**src/rtl/cap_map.vh**
```
// Register addresses, field positions, reset values and mode codes of the counter array
`ifndef CAP_MAP_VH
`define CAP_MAP_VH
`define CAP_A_CNT_LO0    8'ha2
`define CAP_A_CNT_HI0    8'ha3
`define CAP_A_CTRL0      8'ha4
`define CAP_A_STATUS     8'ha5
`define CAP_A_MODE0      8'ha9
`define CAP_A_MODE1      8'haa
`define CAP_A_MODE2      8'hab
`define CAP_A_CMP_LO0    8'hac
`define CAP_A_CMP_HI0    8'had
`define CAP_A_CMP_LO1    8'haf
`define CAP_A_CMP_HI1    8'hb1
`define CAP_A_CMP_LO2    8'hb2
`define CAP_A_CMP_HI2    8'hb3
`define CAP_A_FREQ0      8'hb4
`define CAP_A_CNT_LO1    8'hba
`define CAP_A_CNT_HI1    8'hbb
`define CAP_A_CTRL1      8'hbc
`define CAP_A_MODE3      8'hbd
`define CAP_A_MODE4      8'hbe
`define CAP_A_MODE5      8'hbf
`define CAP_A_CMP_LO3    8'hc1
`define CAP_A_CMP_HI3    8'hc2
`define CAP_A_CMP_LO4    8'hc3
`define CAP_A_CMP_HI4    8'hc4
`define CAP_A_CMP_LO5    8'hc5
`define CAP_A_CMP_HI5    8'hc6
`define CAP_A_FREQ1      8'hc7
`define CAP_CTRL_EN_ALL  7
`define CAP_CTRL_RUN     6
`define CAP_CTRL_OVF_IE  5
`define CAP_CTRL_HALT    4
`define CAP_CTRL_TEN     2
`define CAP_CTRL0_MASK   8'hf7
`define CAP_CTRL1_MASK   8'h77
`define CAP_MODE_EINT    7
`define CAP_MODE_ECOMP   6
`define CAP_MODE_MATCH   3
`define CAP_PWM_FIX8     2'h1
`define CAP_PWM_PROG8    2'h2
`define CAP_PWM_WIDE     2'h3
`define CAP_CLK_PRESC    2'h0
`define CAP_CLK_T0       2'h1
`define CAP_CLK_EXT      2'h2
`define CAP_ST_BLOCK0_OVERFLOW_FLAG      3
`define CAP_ST_BLOCK1_OVERFLOW_FLAG      7
`define CAP_RST_BYTE     8'h00
`define CAP_TOP16        16'hffff
`define CAP_TOP10        16'h03ff
`endif

```
**src/rtl/cap_pwm_array.v**
```verilog
// Two-block counter array with three PWM compare modules per block
// What this block does
// - Programmable 8-bit PWM: low byte matches frequency, counter clears, load registers reload.
// - One frequency register per block, shared by its three modules.
// - Each module takes duty from its own high compare byte.
// - 16-bit PWM: output high when counter is at or above compare.
// - 16-bit PWM: output low when the 16-bit counter overflows.
// - 10-bit PWM: counter and compare are 10 bits, high at or above.
// - 10-bit PWM: output low at 10-bit overflow, next pulse starts.
// - 10-bit PWM ignores the upper six bits of counter and compare high.
// - Low compare write clears comparator enable; high compare write sets it.
// - Compare zero gives full duty; all ones gives the smallest duty.
// - Comparator enable cleared gives zero duty.
// - Block 0 control bit 7 runs both counters, overriding run bits.
// - Control bit 6 runs or stops the block counter, software only.
// - Control bit 5 lets the overflow flag raise the interrupt.
// - Control bit 4 halts the block during processor idle.
// - Control bit 2 selects 10-bit over 16-bit wide PWM.
// - Control bits 1-0 pick prescaler, timer 0 overflow or external pin.
// - One status register holds both overflows and six module flags.
// - Fixed 8-bit PWM: high at duty, low-byte overflow copies high to low.
// - Two-bit PWM field picks variant and enables the pin as output.
// - All eight enabled flags are ORed into one interrupt request.
// - Module flags set by hardware on match, held until software clears.
`timescale 1ns/1ps
`include "cap_map.vh"
module cap_pwm_array (
  clk,
  sys_rst,
  sfr_addr,
  sfr_wdata,
  sfr_wr,
  sfr_rd,
  sfr_rdata,
  prescaler_tick,
  timer0_overflow,
  ext_clk_pin,
  cpu_idle,
  module_output_pin,
  module_output_en,
  irq
);
  input  wire       clk;
  input  wire       sys_rst;
  input  wire [7:0] sfr_addr;
  input  wire [7:0] sfr_wdata;
  input  wire       sfr_wr;
  input  wire       sfr_rd;
  output reg  [7:0] sfr_rdata;
  input  wire [1:0] prescaler_tick;
  input  wire       timer0_overflow;
  input  wire [1:0] ext_clk_pin;
  input  wire       cpu_idle;
  output reg  [5:0] module_output_pin;
  output reg  [5:0] module_output_en;
  output reg        irq;

  reg  [7:0]  ctrl_reg  [0:1];
  reg  [15:0] cnt_reg   [0:1];
  reg  [7:0]  freq_reg  [0:1];
  reg  [7:0]  fload_reg [0:1];
  reg  [7:0]  mode_reg  [0:5];
  reg  [7:0]  cmp_lo_reg [0:5];
  reg  [7:0]  cmp_hi_reg [0:5];
  reg  [7:0]  status_reg;
  reg  [1:0]  ext_s1_reg;
  reg  [1:0]  ext_s2_reg;
  reg  [1:0]  ext_s3_reg;

  reg  [1:0]  tick;
  reg  [1:0]  prog;
  reg  [1:0]  prog_hit;
  reg  [1:0]  low_wrap;
  reg  [1:0]  ovf_evt;
  reg  [15:0] top;
  reg  [5:0]  match_evt;
  reg  [5:0]  pin_next;
  reg  [5:0]  wr_lo;
  reg  [5:0]  wr_hi;
  reg  [5:0]  wr_mode;
  reg  [1:0]  wr_cl;
  reg  [1:0]  wr_ch;
  reg  [1:0]  wr_ctrl;
  reg  [1:0]  wr_freq;
  reg         wr_stat;
  reg  [7:0]  rd_mux;
  reg  [7:0]  st_set;
  reg         irq_next;
  reg         src;
  reg         run;
  reg  [15:0] cmp;
  reg  [15:0] cv;
  integer     b;
  integer     m;
  integer     cb;
  integer     cm;
  integer     om;

  // Modules 0-2 belong to block 0, modules 3-5 to block 1
  function integer blk;
    input integer idx;
    begin
      blk = (idx < 3) ? 0 : 1;
    end
  endfunction

  // Address decode and read mux
  always @* begin
    wr_lo   = 6'h00;
    wr_hi   = 6'h00;
    wr_mode = 6'h00;
    wr_cl   = 2'h0;
    wr_ch   = 2'h0;
    wr_ctrl = 2'h0;
    wr_freq = 2'h0;
    wr_stat = 1'b0;
    rd_mux  = 8'h00;
    case (sfr_addr)
      `CAP_A_CNT_LO0: begin wr_cl[0] = sfr_wr; rd_mux = cnt_reg[0][7:0]; end
      `CAP_A_CNT_HI0: begin wr_ch[0] = sfr_wr; rd_mux = cnt_reg[0][15:8]; end
      `CAP_A_CNT_LO1: begin wr_cl[1] = sfr_wr; rd_mux = cnt_reg[1][7:0]; end
      `CAP_A_CNT_HI1: begin wr_ch[1] = sfr_wr; rd_mux = cnt_reg[1][15:8]; end
      `CAP_A_CTRL0:   begin wr_ctrl[0] = sfr_wr; rd_mux = ctrl_reg[0]; end
      `CAP_A_CTRL1:   begin wr_ctrl[1] = sfr_wr; rd_mux = ctrl_reg[1]; end
      `CAP_A_STATUS:  begin wr_stat = sfr_wr; rd_mux = status_reg; end
      `CAP_A_FREQ0:   begin wr_freq[0] = sfr_wr; rd_mux = freq_reg[0]; end
      `CAP_A_FREQ1:   begin wr_freq[1] = sfr_wr; rd_mux = freq_reg[1]; end
      `CAP_A_MODE0:   begin wr_mode[0] = sfr_wr; rd_mux = mode_reg[0]; end
      `CAP_A_MODE1:   begin wr_mode[1] = sfr_wr; rd_mux = mode_reg[1]; end
      `CAP_A_MODE2:   begin wr_mode[2] = sfr_wr; rd_mux = mode_reg[2]; end
      `CAP_A_MODE3:   begin wr_mode[3] = sfr_wr; rd_mux = mode_reg[3]; end
      `CAP_A_MODE4:   begin wr_mode[4] = sfr_wr; rd_mux = mode_reg[4]; end
      `CAP_A_MODE5:   begin wr_mode[5] = sfr_wr; rd_mux = mode_reg[5]; end
      `CAP_A_CMP_LO0: begin wr_lo[0] = sfr_wr; rd_mux = cmp_lo_reg[0]; end
      `CAP_A_CMP_LO1: begin wr_lo[1] = sfr_wr; rd_mux = cmp_lo_reg[1]; end
      `CAP_A_CMP_LO2: begin wr_lo[2] = sfr_wr; rd_mux = cmp_lo_reg[2]; end
      `CAP_A_CMP_LO3: begin wr_lo[3] = sfr_wr; rd_mux = cmp_lo_reg[3]; end
      `CAP_A_CMP_LO4: begin wr_lo[4] = sfr_wr; rd_mux = cmp_lo_reg[4]; end
      `CAP_A_CMP_LO5: begin wr_lo[5] = sfr_wr; rd_mux = cmp_lo_reg[5]; end
      `CAP_A_CMP_HI0: begin wr_hi[0] = sfr_wr; rd_mux = cmp_hi_reg[0]; end
      `CAP_A_CMP_HI1: begin wr_hi[1] = sfr_wr; rd_mux = cmp_hi_reg[1]; end
      `CAP_A_CMP_HI2: begin wr_hi[2] = sfr_wr; rd_mux = cmp_hi_reg[2]; end
      `CAP_A_CMP_HI3: begin wr_hi[3] = sfr_wr; rd_mux = cmp_hi_reg[3]; end
      `CAP_A_CMP_HI4: begin wr_hi[4] = sfr_wr; rd_mux = cmp_hi_reg[4]; end
      `CAP_A_CMP_HI5: begin wr_hi[5] = sfr_wr; rd_mux = cmp_hi_reg[5]; end
      default:        rd_mux = 8'h00;
    endcase
  end

  // Counter clocking, wrap and reload events per block
  always @* begin
    tick     = 2'h0;
    prog     = 2'h0;
    prog_hit = 2'h0;
    low_wrap = 2'h0;
    ovf_evt  = 2'h0;
    top      = `CAP_TOP16;
    src      = 1'b0;
    run      = 1'b0;
    for (cb = 0; cb < 2; cb = cb + 1) begin
      case (ctrl_reg[cb][1:0])
        `CAP_CLK_PRESC: src = prescaler_tick[cb];
        `CAP_CLK_T0:    src = timer0_overflow;
        `CAP_CLK_EXT:   src = ext_s2_reg[cb] & ~ext_s3_reg[cb];
        default:        src = 1'b0;
      endcase
      run = ctrl_reg[cb][`CAP_CTRL_RUN] | ctrl_reg[0][`CAP_CTRL_EN_ALL];
      tick[cb] = src & run & ~(cpu_idle & ctrl_reg[cb][`CAP_CTRL_HALT]);
      for (cm = 0; cm < 6; cm = cm + 1) begin
        if (blk(cm) == cb && mode_reg[cm][1:0] == `CAP_PWM_PROG8) begin
          prog[cb] = 1'b1;
        end
      end
      top = ctrl_reg[cb][`CAP_CTRL_TEN] ? `CAP_TOP10 : `CAP_TOP16;
      prog_hit[cb] = tick[cb] & prog[cb] & (cnt_reg[cb][7:0] == fload_reg[cb]);
      low_wrap[cb] = tick[cb] & (cnt_reg[cb][7:0] == 8'hff);
      ovf_evt[cb]  = tick[cb] & ~prog_hit[cb] & ((cnt_reg[cb] & top) == top);
    end
  end

  // Per-module output level and match events
  always @* begin
    pin_next  = 6'h00;
    match_evt = 6'h00;
    cmp       = 16'h0000;
    cv        = 16'h0000;
    for (om = 0; om < 6; om = om + 1) begin
      cv  = cnt_reg[blk(om)];
      cmp = {cmp_hi_reg[om], cmp_lo_reg[om]};
      // Comparator disabled forces the pin low whatever the mode
      if (mode_reg[om][`CAP_MODE_ECOMP]) begin
        case (mode_reg[om][1:0])
          `CAP_PWM_FIX8:  pin_next[om] = (cv[7:0] >= cmp_lo_reg[om]);
          `CAP_PWM_PROG8: pin_next[om] = (cv[7:0] >= cmp_lo_reg[om]);
          `CAP_PWM_WIDE: begin
            if (ctrl_reg[blk(om)][`CAP_CTRL_TEN]) begin
              pin_next[om] = (cv[9:0] >= cmp[9:0]);
            end else begin
              pin_next[om] = (cv >= cmp);
            end
          end
          default:        pin_next[om] = 1'b0;
        endcase
        match_evt[om] = tick[blk(om)] & mode_reg[om][`CAP_MODE_MATCH] & (cv == cmp);
      end
    end
    st_set = {ovf_evt[1], match_evt[5:3], ovf_evt[0], match_evt[2:0]};
    irq_next = 1'b0;
    for (om = 0; om < 6; om = om + 1) begin
      irq_next = irq_next | (status_reg[(om < 3) ? om : om + 1] & mode_reg[om][`CAP_MODE_EINT]);
    end
    irq_next = irq_next
             | (status_reg[`CAP_ST_BLOCK0_OVERFLOW_FLAG] & ctrl_reg[0][`CAP_CTRL_OVF_IE])
             | (status_reg[`CAP_ST_BLOCK1_OVERFLOW_FLAG] & ctrl_reg[1][`CAP_CTRL_OVF_IE]);
  end

  always @(posedge clk) begin
    if (sys_rst) begin
      for (b = 0; b < 2; b = b + 1) begin
        ctrl_reg[b]  <= `CAP_RST_BYTE;
        cnt_reg[b]   <= 16'h0000;
        freq_reg[b]  <= `CAP_RST_BYTE;
        fload_reg[b] <= `CAP_RST_BYTE;
      end
      for (m = 0; m < 6; m = m + 1) begin
        mode_reg[m]   <= `CAP_RST_BYTE;
        cmp_lo_reg[m] <= `CAP_RST_BYTE;
        cmp_hi_reg[m] <= `CAP_RST_BYTE;
      end
      status_reg        <= `CAP_RST_BYTE;
      ext_s1_reg        <= 2'h0;
      ext_s2_reg        <= 2'h0;
      ext_s3_reg        <= 2'h0;
      sfr_rdata         <= 8'h00;
      module_output_pin <= 6'h00;
      module_output_en  <= 6'h00;
      irq               <= 1'b0;
    end else begin
      // External clock edges are only seen after the second stage
      ext_s1_reg <= ext_clk_pin;
      ext_s2_reg <= ext_s1_reg;
      ext_s3_reg <= ext_s2_reg;
      if (sfr_rd) begin
        sfr_rdata <= rd_mux;
      end
      for (b = 0; b < 2; b = b + 1) begin
        if (wr_ctrl[b]) begin
          ctrl_reg[b] <= sfr_wdata & ((b == 0) ? `CAP_CTRL0_MASK : `CAP_CTRL1_MASK);
        end
        if (wr_freq[b]) begin
          freq_reg[b] <= sfr_wdata;
        end
        if (prog_hit[b]) begin
          fload_reg[b] <= freq_reg[b];
        end else if (!prog[b]) begin
          // Track the register so the first programmable period uses it
          fload_reg[b] <= freq_reg[b];
        end
        // Software counter writes win over a tick in the same cycle
        if (wr_cl[b]) begin
          cnt_reg[b][7:0] <= sfr_wdata;
        end else if (wr_ch[b]) begin
          cnt_reg[b][15:8] <= sfr_wdata;
        end else if (prog_hit[b]) begin
          cnt_reg[b] <= 16'h0000;
        end else if (tick[b]) begin
          cnt_reg[b] <= (cnt_reg[b] + 16'h0001) &
                        (ctrl_reg[b][`CAP_CTRL_TEN] ? `CAP_TOP10 : `CAP_TOP16);
        end
      end
      for (m = 0; m < 6; m = m + 1) begin
        if (wr_mode[m]) begin
          mode_reg[m] <= sfr_wdata;
        end else if (wr_lo[m]) begin
          mode_reg[m][`CAP_MODE_ECOMP] <= 1'b0;
        end else if (wr_hi[m]) begin
          mode_reg[m][`CAP_MODE_ECOMP] <= 1'b1;
        end
        if (wr_hi[m]) begin
          cmp_hi_reg[m] <= sfr_wdata;
        end
        // A software low-byte write takes priority over the hardware reload
        if (wr_lo[m]) begin
          cmp_lo_reg[m] <= sfr_wdata;
        end else if ((mode_reg[m][1:0] == `CAP_PWM_FIX8 && low_wrap[blk(m)]) ||
                     (mode_reg[m][1:0] == `CAP_PWM_PROG8 && prog_hit[blk(m)])) begin
          cmp_lo_reg[m] <= cmp_hi_reg[m];
        end
      end
      // Hardware set wins over a software clear in the same cycle
      status_reg <= (wr_stat ? sfr_wdata : status_reg) | st_set;
      module_output_pin <= pin_next;
      for (m = 0; m < 6; m = m + 1) begin
        module_output_en[m] <= (mode_reg[m][1:0] != 2'h0);
      end
      irq <= irq_next;
    end
  end
endmodule

```
**config.mk**
```make
export PLATFORM = sky130hd
export DESIGN_NAME = cap_pwm_array
export DESIGN_NICKNAME = d
export VERILOG_FILES = /design/src/rtl/cap_pwm_array.v
export VERILOG_INCLUDE_DIRS = /design/src /design/src/rtl
export SDC_FILE = /design/constraint.sdc
export NUM_CORES = 1
export LEC_CHECK = 0
export BUFFER_PORTS_ARGS = -buffer_cell sky130_fd_sc_hd__buf_2
export CAP_MARGIN = 20
export CORE_ASPECT_RATIO = 1.4
export CORE_MARGIN = 1.5
export CORE_UTILIZATION = 30
export CTS_BUF_LIST = sky130_fd_sc_hd__clkbuf_4 sky130_fd_sc_hd__clkbuf_8
export CTS_CLUSTER_SIZE = 10
export DETAILED_ROUTE_END_ITERATION = 6
export GPL_TIMING_DRIVEN = 1
export HOLD_SLACK_MARGIN = 0.15
export PLACE_DENSITY = 0.5
export SLEW_MARGIN = 5
export SYNTH_ARGS = -nofsm -noshare
export SYNTH_HDL_FRONTEND = slang
export SYNTH_SLANG_ARGS = --single-unit
```
**constraint.sdc**
```tcl
create_clock -name clk -period 2.65 [get_ports clk]
set_input_delay 0.1325 -clock clk [delete_from_list [all_inputs] [get_ports clk]]
set_output_delay 0.1325 -clock clk [all_outputs]
set_load 0.05 [all_outputs]
```
Yosys cells after proc, flatten, opt, wreduce, memory -nomap -nowiden
Memory sizes are Yosys's and may differ from the RTL's. Cells that the tools add are included.

Memories: 7. RAM bits: 222. Register bits: 35.

Memories: cmp_hi_reg (words 6, bits a word 8, read ports 6, clocked after Yosys merged registers in 0, write ports 6, line cap_pwm_array.v:64) `reg [7:0] cmp_hi_reg [0:5];`; cmp_lo_reg (words 6, bits a word 8, read ports 6, clocked after Yosys merged registers in 0, write ports 6, line cap_pwm_array.v:63) `reg [7:0] cmp_lo_reg [0:5];`; mode_reg (words 6, bits a word 8, read ports 6, clocked after Yosys merged registers in 0, write ports 6, line cap_pwm_array.v:62) `reg [7:0] mode_reg [0:5];`; cnt_reg (words 2, bits a word 16, read ports 2, clocked after Yosys merged registers in 0, write ports 2, line cap_pwm_array.v:59) `reg [15:0] cnt_reg [0:1];`; fload_reg (words 2, bits a word 8, read ports 2, clocked after Yosys merged registers in 0, write ports 2, line cap_pwm_array.v:61) `reg [7:0] fload_reg [0:1];`; freq_reg (words 2, bits a word 8, read ports 2, clocked after Yosys merged registers in 0, write ports 2, line cap_pwm_array.v:60) `reg [7:0] freq_reg [0:1];`; +1 memories.

Equality and inequality tests: 61. Multiplexer cells: 295. Add/sub/neg operators: 2. Order comparisons: 18. Bitwise logic cells: 120. Reductions and logical operators: 38.

Operators by type and width (count): 8-bit 2-to-1 mux (43); 1-bit 2-to-1 mux (239); 8-bit equality test, second input constant (29); 8-bit one-hot mux with 27 select lines (1); 16-bit equality test (8); 16-bit >= comparator (6); 1-bit OR (65); 16-bit AND (4); 10-bit >= comparator (6); 8-bit >= comparator (6); 1-bit AND (38); 16-bit by 1-bit adder with 16-bit output, second input constant (2); 16-bit 2-to-1 mux (2); 2-bit equality test, second input constant (14); 2-bit OR reduction (12); 2-bit by 1-bit equality test with 1-bit output, second input constant (8); 8-bit equality test (2); 7-bit 2-to-1 mux (2); 1-bit logical AND (12); 1-bit inverter (12); 1-bit one-hot mux with 2 select lines (6); 2-bit nonzero test (6); 8-bit OR (1); 1-bit logical OR (6); other kinds (2) (4).

Logic depth before layout (Yosys ltp)
Depth in word-level cells: 14. Depth in mapped cells: 10. Mapped depth without buffers: 8.

Least setup slack after synthesis
OpenSTA, ideal clock, no wires.

Kind: register to register. From: memory cnt_reg[0][1]. To: memory cmp_lo_reg[0][0] (enable). Stages on the path, launching flop included: 7. Arrival time: 2.002 ns. Slack: 0.264 ns. Buffers on the path: 1. Data required time: 2.266 ns. Path through: edfxtp_1 > clkbuf_1 > xnor2_1 > nand4_1 > nor4_2 > a22oi_1 > o21ai_0.

RTL lines (line): from (decl) (cap_pwm_array.v:59); to (decl) (cap_pwm_array.v:63).

==> impl_metrics.env <==
export IMPL_status="finished clean"
export IMPL_grt_ovfl_total=0
export IMPL_vias_per_cell=5.692
export IMPL_layout_drive_gt1_share=0.1883
export IMPL_final_common_cell="edfxtp_1"
export IMPL_synth_compound_area_share=0.1794
export IMPL_antenna_found_initial=3
export IMPL_grt_total_usage=0.2771
export IMPL_dieArea_um2=56650
export IMPL_max_stage_delay_ns=0.47
export IMPL_slew_viol_final=0
export IMPL_path_buf_inv=2
export IMPL_final_cells=2555
export IMPL_synth_fa_ha_area_frac=0.09670
export IMPL_setup_viol=0
export IMPL_p_leak_nw=8.121
export IMPL_path_class="reg2reg"
export IMPL_rsz0062_at_grt="false"
export IMPL_first_global_vias=14682
export IMPL_coreArea_um2=54340
export IMPL_slew_headroom=0.1643
export IMPL_gp_congestion=1.007
export IMPL_htreeDepth=2
export IMPL_crit_chain="inv_1, ha_1, or3_1, and3_1, a22oi_1, nor3b_2, buf_4, a22o_1"
export IMPL_rows=101
export IMPL_synth_top_family_by_area="compound AO/OA/AOI/OAI gates"
export IMPL_power_density_nw_per_um2=538.2
export IMPL_cts_sinks=256
export IMPL_clock_path_buffers=3
export IMPL_synth_nets=1754
export IMPL_power_frac_clock=0.396
export IMPL_final_antenna_net_count=0
export IMPL_synth_ff_type="edfxtp_1"
export IMPL_grt_max_degree=35
export IMPL_hpwl_um=60910
export IMPL_synth_edff_count=221
export IMPL_muxShareOfSynthArea=0.02365
export IMPL_p_int_mw=7.495
export IMPL_synth_warnings=0
export IMPL_syn_area_um2=16560
export IMPL_start_util=0.3048
export IMPL_synth_top_area_share=0.4007
export IMPL_drt_iter0_drc=1177
export IMPL_hold_violations=0
export IMPL_drtPass1Iterations=6
export IMPL_synth_xor_area_share=0.02327
export IMPL_final_util=0.3643
export IMPL_power_share_sequential=0.457
export IMPL_routedWlPerCell_um=30.87
export IMPL_finalSetupTns_ns=0
export IMPL_syn_avg_cell_area_um2=10.35
export IMPL_area_growth_pct=19.51
export IMPL_ir_drop_mv=0.2617
export IMPL_final_nets=1950
export IMPL_drc=0
export IMPL_pwr_share_comb=0.147
export IMPL_worst_pin_slew_ns=1.249
export IMPL_cpLargestDelayFamily="simple AND/OR/NAND/NOR gates"
export IMPL_clock_fmax_mhz=393.8
export IMPL_fin_crit_ns=2.539
export IMPL_die_w_um=201.6
export IMPL_yosys_area_share_simple=0.1793
export IMPL_n_fill_cell=5527
export IMPL_fin_skew_ns=0.04326
export IMPL_period_share=0.9582
export IMPL_synth_cell_type_count=91
export IMPL_cts_tree="yes"
export IMPL_path_clk_slew_ns=0.07
export IMPL_worstPathArrival_ns=2.92
export IMPL_wl_um=78880
export IMPL_p_sw_mw=3.159
export IMPL_async_flop_share=0
export IMPL_preCtsSetupSlack_ns=-0.007629
export IMPL_critPathSlowestCell="a22oi_1"
export IMPL_postCtsSetupBuffers=0
export IMPL_setup_ws_ns=0.1107
export IMPL_netSwitchingFraction=0.2965
export IMPL_cts_hold_buf=8
export IMPL_final_cell_mix="edfxtp_1 (221), buf_4 (173), ha_1 (128), and2_1 (123), inv_1 (120)"
export IMPL_synth_area_top_cells="edfxtp_1 (40%), ha_1 (9.7%), and2_1 (4.6%)"
export IMPL_holdCritPathClass="in2reg"
export IMPL_cap_violations=0
export IMPL_clockRootBuffer="clkbuf_8"
export IMPL_cts_buffers=45
export IMPL_start_kind="register"
export IMPL_seq_area_frac_synth=0.4430
export IMPL_io_buffer_count=46
export IMPL_worstPathRequired_ns=3.03
export IMPL_finalPower_mw=10.65
export IMPL_io_pins=47
export IMPL_path_max_fanout=8
export IMPL_synthCells=1600
export IMPL_via_count=14543
export IMPL_dp_cells=2462
export IMPL_die_h_um=281.0
export IMPL_cts_resized_gates=0
export IMPL_grt_pass1_wl_um=109900
export IMPL_ys_ff_latch=256
export IMPL_yosysTopAreaCell="edfxtp_1"
export IMPL_clock_latency_ns=0.66
export IMPL_critPathCaptureType="register"
==> worst reg2reg max path, cell delays in order, from the launching register on <==
cell and delay, ns:
edfxtp_1 0.38, inv_1 0.08, ha_1 0.20, or3_1 0.38
and3_1 0.23, a22oi_1 0.47, nor3b_2 0.10, buf_4 0.19
a22o_1 0.23
==> through the flow <==
step / cell area [um2] / hold WS [ns]
3_5_place_dp: 18710 / 0.3467
6_report: 19790 / 0.2604
3_3_place_gp: 18700 / 0.3471
2_1_floorplan: 16560 / 0.2607
5_1_grt: 19790 / 0.2843
4_1_cts: 19790 / 0.2398
==> path summary, 6_finish.rpt <==
kind | from | end | slack (ns) | cells past startpoint
max reg2reg | mode_reg[4][0] | cmp_lo_reg[4][1] | 0.11 | 8
min reg2reg | ext_s1_reg[1] | ext_s2_reg[1] | 0.44 | 1
min | sfr_wdata[0] | cnt_reg[1][8] | 0.26 | 3
max | mode_reg[4][0] | cmp_lo_reg[4][1] | 0.11 | 8
==> cell usage after synthesis (33+ instances only) <==
cell        n
inv_1     120
a22oi_1    35
dfxtp_1    35
ha_1      128
a21oi_1    55
clkbuf_1   45
nand3_1    56
nand4_1    33
and2_1    123
a22o_1     75
nand2_1   104
edfxtp_1  221
nor2_1     70
==> logic make-up after synthesis <==
group	Yosys count
xor+xnor	44
buf+inv	208
simple gates	529
fa+ha+maj	128
compound gates	397
flops	256
mux	38
==> per-layer routing <==
layer,part of all wire,up-vias,global-route usage
li1,-,6405,-
met1,0.36,7195,0.2995
met2,0.50,673,0.4875
met3,0.052,270,0.03467
met4,0.092,0,0.2237
met5,0,-,0
==> final cells by class <==
cell class	instances	area, um2	share of cell area
clock buffer	62	797.0	0.04027
inverter	121	454.2	0.02295
clock inverter	21	205.2	0.01037
multi-input combinational	1136	8320	0.4204
sequential	256	7337	0.3707
antenna	2	5.005	0.0002528
tap	721	902.1	0.04558
timing repair buffer	236	1773	0.08957
==> power groups by stage <==
stage / clock, mW / sequential, mW / combinational [mW]
after floorplan: 0 / 4.83 / 0.812
after global placement: 0 / 4.94 / 1.51
after detailed placement: 0 / 4.94 / 1.53
after CTS: 4.30 / 4.86 / 1.55
after global routing: 4.45 / 4.87 / 1.67
final: 4.22 / 4.86 / 1.57
Power figures use the tool's default switching activity.
